`src/core/wdgate_pkg.sv`:
```
package wdgate_pkg;

  // synchronised input lanes
  localparam int          SYNC_W      = 6;
  localparam int          IN_GATE     = 0;
  localparam int          IN_SENSE    = 1;
  localparam int          IN_TRIG     = 2;
  localparam int          IN_REL_OK   = 3;
  localparam int          IN_DET_LOW  = 4;
  localparam int          IN_UVRO     = 5;

  // register byte addresses
  localparam logic [11:0] ADDR_CTRL     = 12'h000;
  localparam logic [11:0] ADDR_STATUS   = 12'h004;
  localparam logic [11:0] ADDR_IRQ_STAT = 12'h008;
  localparam logic [11:0] ADDR_IRQ_CLR  = 12'h00C;
  localparam logic [11:0] ADDR_IRQ_EN   = 12'h010;

  // threshold-sense connection modes
  localparam logic [1:0]  SENSE_UNUSED = 2'h0;
  localparam logic [1:0]  SENSE_ALWAYS = 2'h1;
  localparam logic [1:0]  SENSE_AUTO   = 2'h2;
  localparam logic [1:0]  CTRL_RST     = SENSE_AUTO;

  // event bit positions
  localparam int          EV_TIMEOUT  = 0;
  localparam int          EV_DPULSE   = 1;
  localparam int          EV_TRIGGER  = 2;
  localparam int          EV_ACTCHG   = 3;
  localparam int          EV_W        = 4;

  // status register field positions
  localparam int          ST_ACTIVE   = 0;
  localparam int          ST_FAULT    = 1;
  localparam int          ST_GATE     = 2;
  localparam int          ST_SENSE    = 3;
  localparam int          ST_VOUT_OK  = 4;
  localparam int          ST_STATE    = 8;

  // window timing in clock cycles, stand-ins for the capacitor timing
  localparam logic [15:0] TRIG_CYCLES = 16'h0400;
  localparam logic [15:0] DP_CYCLES   = 16'h0100;
  localparam logic [15:0] LOW_CYCLES  = 16'h0200;

  typedef enum logic [2:0] {
    WD_IDLE,
    WD_POR,
    WD_OPEN,
    WD_CLOSED,
    WD_FAULT
  } wd_state_type;

endpackage : wdgate_pkg

```
`src/core/sync_if.sv`:
```
`timescale 1ns/1ps
interface sync_if;
  logic [wdgate_pkg::SYNC_W-1:0] raw;
  logic [wdgate_pkg::SYNC_W-1:0] sync;
  logic [wdgate_pkg::SYNC_W-1:0] rise;

  modport sync_side (input raw, output sync, output rise);
  modport user_side (output raw, input sync, input rise);
endinterface : sync_if

```
`src/core/input_sync.sv`:
```
`timescale 1ns/1ps
module input_sync (
  // clock and reset
  input  wire logic pclk,
  input  wire logic presetn,
  // lanes
  sync_if.sync_side s
);

  typedef struct packed {
    logic [wdgate_pkg::SYNC_W-1:0] meta;
    logic [wdgate_pkg::SYNC_W-1:0] stab;
    logic [wdgate_pkg::SYNC_W-1:0] prev;
  } sync_state_type;

  sync_state_type r;
  sync_state_type r_nxt;

  // meta is read only by stab; edges come from the settled stages
  always_comb begin
    r_nxt      = r;
    r_nxt.meta = s.raw;
    r_nxt.stab = r.meta;
    r_nxt.prev = r.stab;
  end

  always_ff @(posedge pclk or negedge presetn) begin
    if (!presetn) begin
      r <= '0;
    end else begin
      r <= r_nxt;
    end
  end

  assign s.sync = r.stab;
  assign s.rise = r.stab & ~r.prev;
endmodule : input_sync

```
`src/core/wd_activation_gate.sv`:
```
// Local design decisions: the APB register port and the register offsets.
`timescale 1ns/1ps
module wd_activation_gate (
  // apb
  input  wire logic        pclk,
  input  wire logic        presetn,
  input  wire logic        psel,
  input  wire logic        penable,
  input  wire logic        pwrite,
  input  wire logic [11:0] paddr,
  input  wire logic [31:0] pwdata,
  output logic             pready,
  output logic [31:0]      prdata,
  output logic             pslverr,
  // pins and detector levels
  input  wire logic        watchdog_gate,
  input  wire logic        current_threshold_sense,
  input  wire logic        trigger_input,
  input  wire logic        release_threshold_ok,
  input  wire logic        detect_threshold_low,
  input  wire logic        undervoltage_reset_output,
  // outputs
  output logic             fault_output,
  output logic             combined_status_output,
  output logic             monitor_active,
  output logic             irq
);

  typedef struct packed {
    wdgate_pkg::wd_state_type st;
    logic [15:0]              cnt;
    logic                     fault;
    logic                     active;
    logic                     vout_ok;
    logic                     comb;
    logic                     trig_acc;
    logic [1:0]               ctrl;
    logic [wdgate_pkg::EV_W-1:0] irq_st;
    logic [wdgate_pkg::EV_W-1:0] irq_en;
    logic                     irq;
    logic                     pready;
    logic                     pslverr;
    logic [31:0]              prdata;
  } core_type;

  core_type r;
  core_type r_nxt;
  sync_if   sif ();

  logic gate_s;
  logic det_low_s;
  logic sense_stat;
  logic act_nxt;
  logic trig_ok;
  logic uv_trip;
  logic acc_phase;
  logic [wdgate_pkg::EV_W-1:0] ev;

  // pull-downs of the gate and trigger pins live in the pad; a floating pin arrives low
  assign sif.raw = {undervoltage_reset_output, detect_threshold_low, release_threshold_ok,
                    trigger_input, current_threshold_sense, watchdog_gate};

  input_sync u_sync (
    .pclk    (pclk),
    .presetn (presetn),
    .s       (sif)
  );

  function automatic logic mapped(input logic [11:0] a);
    mapped = (a == wdgate_pkg::ADDR_CTRL) || (a == wdgate_pkg::ADDR_STATUS) ||
             (a == wdgate_pkg::ADDR_IRQ_STAT) || (a == wdgate_pkg::ADDR_IRQ_CLR) ||
             (a == wdgate_pkg::ADDR_IRQ_EN);
  endfunction : mapped

  function automatic logic [31:0] rd_word(input logic [11:0] a, input core_type q,
                                          input logic g, input logic sn);
    rd_word = 32'h0000_0000;
    unique case (a)
      wdgate_pkg::ADDR_CTRL:     rd_word[1:0] = q.ctrl;
      wdgate_pkg::ADDR_STATUS: begin
        rd_word[wdgate_pkg::ST_ACTIVE]  = q.active;
        rd_word[wdgate_pkg::ST_FAULT]   = q.fault;
        rd_word[wdgate_pkg::ST_GATE]    = g;
        rd_word[wdgate_pkg::ST_SENSE]   = sn;
        rd_word[wdgate_pkg::ST_VOUT_OK] = q.vout_ok;
        rd_word[wdgate_pkg::ST_STATE +: 3] = q.st;
      end
      wdgate_pkg::ADDR_IRQ_STAT: rd_word[wdgate_pkg::EV_W-1:0] = q.irq_st;
      wdgate_pkg::ADDR_IRQ_EN:   rd_word[wdgate_pkg::EV_W-1:0] = q.irq_en;
      default:                   rd_word = 32'h0000_0000;
    endcase
  endfunction : rd_word

  always_comb begin
    r_nxt     = r;
    gate_s    = sif.sync[wdgate_pkg::IN_GATE];
    det_low_s = sif.sync[wdgate_pkg::IN_DET_LOW];
    ev        = '0;

    // output voltage window with hysteresis between the two thresholds
    if (det_low_s) begin
      r_nxt.vout_ok = 1'b0;
    end else if (sif.sync[wdgate_pkg::IN_REL_OK]) begin
      r_nxt.vout_ok = 1'b1;
    end
    uv_trip = r.vout_ok && !r_nxt.vout_ok;

    // a disabled gate also stops the current detection path
    unique case (r.ctrl)
      wdgate_pkg::SENSE_UNUSED: sense_stat = 1'b0;
      wdgate_pkg::SENSE_ALWAYS: sense_stat = gate_s;
      default:                  sense_stat = gate_s && sif.sync[wdgate_pkg::IN_SENSE];
    endcase
    // the comparator hysteresis is analog; the digital side just follows its level
    act_nxt      = gate_s && sense_stat && r_nxt.vout_ok;
    r_nxt.active = act_nxt;
    if (act_nxt != r.active) begin
      ev[wdgate_pkg::EV_ACTCHG] = 1'b1;
    end

    trig_ok = sif.rise[wdgate_pkg::IN_TRIG] && r.active && r.fault &&
              (r.st == wdgate_pkg::WD_OPEN || r.st == wdgate_pkg::WD_CLOSED);
    r_nxt.trig_acc = trig_ok;
    if (trig_ok) begin
      ev[wdgate_pkg::EV_TRIGGER] = 1'b1;
    end

    if (!r_nxt.vout_ok) begin
      // undervoltage overrides everything, including a fault in progress
      r_nxt.st    = wdgate_pkg::WD_IDLE;
      r_nxt.cnt   = 16'h0000;
      r_nxt.fault = 1'b1;
    end else begin
      unique case (r.st)
        wdgate_pkg::WD_IDLE: begin
          r_nxt.cnt = 16'h0000;
          if (act_nxt || uv_trip) begin
            r_nxt.st = act_nxt ? wdgate_pkg::WD_POR : wdgate_pkg::WD_IDLE;
          end
        end
        wdgate_pkg::WD_POR: begin
          r_nxt.cnt = 16'h0000;
          r_nxt.st  = act_nxt ? wdgate_pkg::WD_OPEN : wdgate_pkg::WD_IDLE;
        end
        wdgate_pkg::WD_OPEN: begin
          if (!act_nxt) begin
            r_nxt.st  = wdgate_pkg::WD_IDLE;
            r_nxt.cnt = 16'h0000;
          end else if (trig_ok) begin
            r_nxt.st  = wdgate_pkg::WD_CLOSED;
            r_nxt.cnt = 16'h0000;
          end else if (r.cnt >= wdgate_pkg::TRIG_CYCLES - 16'h0001) begin
            r_nxt.st    = wdgate_pkg::WD_FAULT;
            r_nxt.cnt   = 16'h0000;
            r_nxt.fault = 1'b0;
            ev[wdgate_pkg::EV_TIMEOUT] = 1'b1;
          end else begin
            r_nxt.cnt = r.cnt + 16'h0001;
          end
        end
        wdgate_pkg::WD_CLOSED: begin
          if (!act_nxt) begin
            r_nxt.st  = wdgate_pkg::WD_IDLE;
            r_nxt.cnt = 16'h0000;
          end else if (trig_ok) begin
            r_nxt.st    = wdgate_pkg::WD_FAULT;
            r_nxt.cnt   = 16'h0000;
            r_nxt.fault = 1'b0;
            ev[wdgate_pkg::EV_DPULSE] = 1'b1;
          end else begin
            // the trigger time keeps running from the last trigger across the window
            r_nxt.cnt = r.cnt + 16'h0001;
            if (r.cnt >= wdgate_pkg::DP_CYCLES - 16'h0001) begin
              r_nxt.st = wdgate_pkg::WD_OPEN;
            end
          end
        end
        wdgate_pkg::WD_FAULT: begin
          if (r.cnt >= wdgate_pkg::LOW_CYCLES - 16'h0001) begin
            r_nxt.fault = 1'b1;
            r_nxt.cnt   = 16'h0000;
            r_nxt.st    = act_nxt ? wdgate_pkg::WD_OPEN : wdgate_pkg::WD_IDLE;
          end else begin
            r_nxt.cnt = r.cnt + 16'h0001;
          end
        end
        default: begin
          r_nxt.st  = wdgate_pkg::WD_IDLE;
          r_nxt.cnt = 16'h0000;
        end
      endcase
    end

    r_nxt.comb = r_nxt.fault && sif.sync[wdgate_pkg::IN_UVRO];

    // apb: one wait state, the write lands on the edge that sees pready high
    acc_phase     = psel && penable && r.pready;
    r_nxt.pready  = psel && penable && !r.pready;
    r_nxt.pslverr = psel && penable && !r.pready && !mapped(paddr);
    r_nxt.prdata  = 32'h0000_0000;
    if (psel && penable && !r.pready && !pwrite) begin
      r_nxt.prdata = rd_word(paddr, r, gate_s, sense_stat);
    end
    r_nxt.irq_st = r.irq_st | ev;
    if (acc_phase && pwrite) begin
      unique case (paddr)
        wdgate_pkg::ADDR_CTRL:    r_nxt.ctrl   = pwdata[1:0];
        wdgate_pkg::ADDR_IRQ_EN:  r_nxt.irq_en = pwdata[wdgate_pkg::EV_W-1:0];
        // an event in the clearing cycle survives the clear
        wdgate_pkg::ADDR_IRQ_CLR: r_nxt.irq_st = (r.irq_st & ~pwdata[wdgate_pkg::EV_W-1:0]) | ev;
        default: ;
      endcase
    end
    r_nxt.irq = |(r_nxt.irq_st & r_nxt.irq_en);
  end

  always_ff @(posedge pclk or negedge presetn) begin
    if (!presetn) begin
      r         <= '0;
      r.st      <= wdgate_pkg::WD_IDLE;
      r.fault   <= 1'b1;
      r.ctrl    <= wdgate_pkg::CTRL_RST;
    end else begin
      r <= r_nxt;
    end
  end

  assign pready                 = r.pready;
  assign prdata                 = r.prdata;
  assign pslverr                = r.pslverr;
  assign fault_output           = r.fault;
  assign combined_status_output = r.comb;
  assign monitor_active         = r.active;
  assign irq                    = r.irq;
endmodule : wd_activation_gate

```
`config.mk`:
```
export PLATFORM = sky130hd
export DESIGN_NAME = wd_activation_gate
export DESIGN_NICKNAME = d
export VERILOG_FILES = /design/src/core/wdgate_pkg.sv /design/src/core/sync_if.sv /design/src/core/input_sync.sv /design/src/core/wd_activation_gate.sv
export SDC_FILE = /design/constraint.sdc
export NUM_CORES = 1
export LEC_CHECK = 0
export ABC_AREA = 1
export BUFFER_PORTS_ARGS = -buffer_cell sky130_fd_sc_hd__buf_2
export CAP_MARGIN = 20
export CORE_MARGIN = 4
export CORE_UTILIZATION = 30
export DETAILED_ROUTE_END_ITERATION = 10
export SYNTH_ARGS = -nofsm -noshare
export SYNTH_HDL_FRONTEND = slang
export SYNTH_SLANG_ARGS = --single-unit
```
`constraint.sdc`:
```
create_clock -name pclk -period 2.25 [get_ports pclk]
set_input_delay 0.45 -clock pclk [delete_from_list [all_inputs] [get_ports pclk]]
set_output_delay 0.45 -clock pclk [all_outputs]
set_load 0.02 [all_outputs]
```
Yosys cells after proc, flatten, opt, wreduce, memory -nomap -nowiden
Index checks and enable logic that the tools add are counted.

storage, ports and cells
  input port bits = 55
  flip-flop bits (word level) = 83
  output and inout port bits = 38
  logic and storage cells = 112

operators by class
  order comparisons = 3
  reduce and logical (&&, ||, !) cells = 30
  bitwise gates (word level) = 7
  muxes and demuxes = 41
  eq/ne operators = 14
  add/sub/neg operators = 1

operators by type and width
  kind                                                                     number
  19-bit case mux with 5 select lines                                      1
  19-bit two-way mux                                                       4
  16-bit two-way mux                                                       2
  12-bit by 4-bit equality test with 1-bit output, second input constant   2
  20-bit two-way mux                                                       1
  1-bit two-way mux                                                        18
  16-bit by 1-bit adder with 16-bit output, second input constant          1
  16-bit by 10-bit >= comparator with 1-bit output, second input constant  1
  16-bit by 8-bit >= comparator with 1-bit output, second input constant   1
  16-bit by 9-bit >= comparator with 1-bit output, second input constant   1
  3-bit two-way mux                                                        5
  1-bit logical AND                                                        14
  12-bit by 3-bit equality test with 1-bit output, second input constant   1
  12-bit by 5-bit equality test with 1-bit output, second input constant   1
  12-bit zero test                                                         1
  11-bit two-way mux                                                       1
  5-bit by 4-bit != test with 1-bit output, second input constant          2
  4-bit bitwise AND                                                        2
  4-bit two-way mux                                                        2
  8-bit two-way mux                                                        1
  4-bit bitwise OR                                                         2
  2-bit case mux with 4 select lines                                       1
  3-bit by 2-bit equality test with 1-bit output, second input constant    2
  1-bit logical OR                                                         6
  other kinds (18)                                                         23

Depth between registers and ports, before layout
  depth after elaboration = 14
  depth in mapped cells = 11
  gate-level depth less buffers = 11

By module
From an unflattened synthesis, not the netlist that was laid out.

unflattened totals
  cell total of the unflattened synthesis = 375
  area, all modules = 3280.6 um2

by module, submodules not included
  module              seq. area each (um2)  cells each  instances  area each (um2)
  wd_activation_gate  1103.6                339         1          2725.1
  input_sync          450.4                 36          1          555.5

Worst setup path before layout
No wires, ideal clock.

  kind = register -> register
  start point = register r[50] (netlist name)
  end point = register r[61] (netlist name)
  period minus slack after synthesis = 1.523 ns
  arrival time = 1.400 ns
  cell stages (with the launch flop) = 12
  library setup time = 0.122 ns
  required time = 2.128 ns
  path buffers = 1
  slack = 0.727 ns
  cell sequence = dfrtp_1 -> ha_1 -> nand3_2 -> nor2_4 -> nand2_4 -> nand2_4 -> inv_2 -> nand2_2 -> o211ai_2 -> nand2_4 -> buf_12 -> nor2_2

RTL lines
  element                 line                       RTL
  from (decl)             wd_activation_gate.sv:46   core_type r;
  from (signal assigned)  wd_activation_gate.sv:224  r <= r_nxt;

==> impl_metrics.tcl <==
set metrics [dict create \
    ys_warn_count 0 \
    fin_cells 543 \
    vias 2306 \
    finalWirelength_um 5999 \
    cts_hold_repair.buffers 0 \
    yosysUniqueCellTypes 32 \
    crit_top_cell "nand2_1" \
    place_congestion 0.8331 \
    syn_to_final_growth_pct 14.76 \
    synth_area_per_cell_um2 8.290 \
    ios 93 \
    clk_latency_ns 0.34 \
    setup_tns_ns 0 \
    first_global_vias 2148 \
    arrival_ns 1.98 \
    fp.dieW_um 108.2 \
    antenna_found_initial 0 \
    timing.final.crit_share_pct 78.64 \
    power_leakage_nw 1.645 \
    layout-drive-gt1-share_pct 22.44 \
    start_util_pct 30.79 \
    final_cell_mix "78 x nand2_1, 55 x dfrtp_1, 44 x nor2_1" \
    dp_slack_ns 0.4515 \
    syn_inst 363 \
    p_sw_w 0.0005128 \
    start_kind "register" \
    clock_path_buffers 2 \
    antenna_left 0 \
    crit_chain "nor2_1, nor2_2, nand2_1, nor2_2, nand2_1, nand2_1, nand2_1, nand2_1, nand4_1" \
    diodes 0 \
    drv_cap 0 \
    synthesis.area_um2 3009 \
    hold_ws_ns 0.2170 \
    ys_seq_area_share_pct 47.48 \
    p_comb_share_pct 5.9 \
    io_buffers 40 \
    p_clk_share_pct 49.5 \
    vdd_drop_max_uv 306.4 \
    setup_ws_ns 0.4807 \
    cts_buffers 9 \
    cpMaxStageDelayCell "dfstp_2" \
    drtIter0Drc 121 \
    period_minus_slack_ns 1.769 \
    cts_root_buffer "clkbuf_8" \
    wl_per_cell_um 11.05 \
    hold_viol_final 0 \
    path_class "reg -> reg" \
    crit_family "simple AND/OR/NAND/NOR gates" \
    slew_headroom_pct 54.31 \
    rsz0062_at_grt "no" \
    post-dp-hpwl_um 4514 \
    dp.cells 527 \
    gr-total-overflow 0 \
    route.top_layer_used "met4" \
    hp-class "in -> reg" \
    path_buf_inv 0 \
    mostFrequentLayoutCell "nand2_1" \
    fill_cells 1008 \
    required_ns 2.46 \
    cts_setup_buffers 0 \
    cpPeakStageDelay_ns 0.53 \
    dr_wl_met2_um 2736 \
    rows 36 \
    dieArea_um2 11700 \
    setup_viol 0 \
    critPathMaxFanout 8 \
    netSwitchingFraction_pct 21.80 \
    wl_met3_um 436 \
    grt_pass1_wl_um 9784 \
    nets 461 \
    clkTransAtPathRegs_ns 0.06 \
    cts_resized 0 \
    dr.pass1.iters 4 \
    cts_tree "built" \
    grtUsageTotal_pct 10.82 \
    core_area_um2 9774 \
    cts.sinks 57 \
    met1_length_um 2690 \
    maxSlewViolCount 0 \
    grt_max_degree 58 \
    intPower_w 0.001840 \
    viasPerCell 4.247 \
    htree_levels 3 \
    tightest_slew_ns 0.6854 \
    finClkSkew_ns 0.008415 \
    p_per_area_nw_per_um2 681.2 \
    drc 0 \
    fmax_mhz 565.2 \
    p_seq_share_pct 44.6 \
    ys_ff_latch 57 \
    end_kind "register" \
    status "finished clean" \
    dieHeight_um 108.2 \
]
==> power groups by stage <==
| stage | logic, W | registers (W) | clock network (W) |
|---|---|---|---|
| floorplan | 0.000107 | 0.00107 | 0 |
| finish | 0.000138 | 0.00105 | 0.00116 |
| detailed placement | 0.000140 | 0.00107 | 0 |
| global route | 0.000156 | 0.00105 | 0.00124 |
| CTS | 0.000140 | 0.00105 | 0.00120 |
| global placement | 0.000138 | 0.00107 | 0 |
==> cell families after synthesis <==
family	share of synthesized area [%]
xor+xnor	1.746
simple gates	32.89
flops	47.48
compound gates	3.700
buf+inv	13.64
other cells	0.1246
fa+ha+maj	0.4157
==> synthesized netlist by cell type <==
cell type	n	area, um2
a21oi_1	4	20.02
a31o_2	1	8.760
a31oi_1	2	12.51
and2_1	1	6.260
buf_12	1	20.02
buf_4	33	247.7
conb_1	1	3.750
dfrtp_1	55	1376
dfstp_2	2	52.55
ha_1	1	12.51
inv_1	37	138.9
inv_2	1	3.750
nand2_1	78	292.8
nand2_2	1	6.260
nand2_4	3	33.78
nand3_1	31	155.2
nand3_2	2	20.02
nand3_4	1	17.52
nand3b_1	1	7.510
nand4_1	12	75.07
nor2_1	44	165.2
nor2_2	19	118.9
nor2_4	3	33.78
nor3_1	9	45.04
o211ai_2	1	12.51
o21ai_0	8	40.04
o21ai_1	1	5.000
o22ai_1	2	12.51
or2_1	1	6.260
or2_2	1	6.260
xnor2_1	4	35.03
xor2_1	2	17.52
==> per-layer routing <==
layer  GRT usage (%)  up-vias
met5               0        -
met4           5.410        0
met3           3.164       12
met2           17.67       73
met1           13.00     1036
li1                -     1185
==> sequential cells by signal (all words and copies together) (netlist names) <==
register                flops
r                          30
prdata                      8
u_sync.r                    7
u_sync.s.sync               6
combined_status_output      1
fault_output                1
irq                         1
monitor_active              1
pready                      1
pslverr                     1
==> final timing paths <==
path	start	endpoint	slack, ns	depth (start not counted)
worst max-delay path	r[44]$_DFFE_PN1P_	irq$_DFF_PN0_	0.48	9
worst min-delay path	trigger_input	u_sync.r[14]$_DFF_PN0_	0.22	1
worst max register to register	r[44]$_DFFE_PN1P_	irq$_DFF_PN0_	0.48	9
worst min register to register	u_sync.r[13]$_DFF_PN0_	u_sync.s.sync[1]$_DFF_PN0_	0.35	0
max in group asynchronous	presetn	irq$_DFF_PN0_	1.55	2
min in group asynchronous	presetn	r[54]$_DFF_PN0_	0.25	2
==> metrics by stage <==
step	total power (W)	utilization (%)	area, um2
final	0.002353	35.33	3453
after global routing	0.002446	35.33	3453
after CTS	0.002388	35.33	3453
after detailed placement	0.001208	32.83	3209
after global placement	0.001207	32.83	3209
after floorplan	0.001179	-	3095
==> final cells by class <==
class	count	area, um2	share of cell area, %
repair buffers	42	215.2	6.232
clock inverters	5	102.6	2.971
flip-flops and latches	57	1429	41.38
multi-input cells	257	1256	36.38
clock buffers	11	141.4	4.094
well taps	133	166.4	4.819
inverters	38	142.6	4.130
Note: power is estimated with default switching activity, not from simulation.
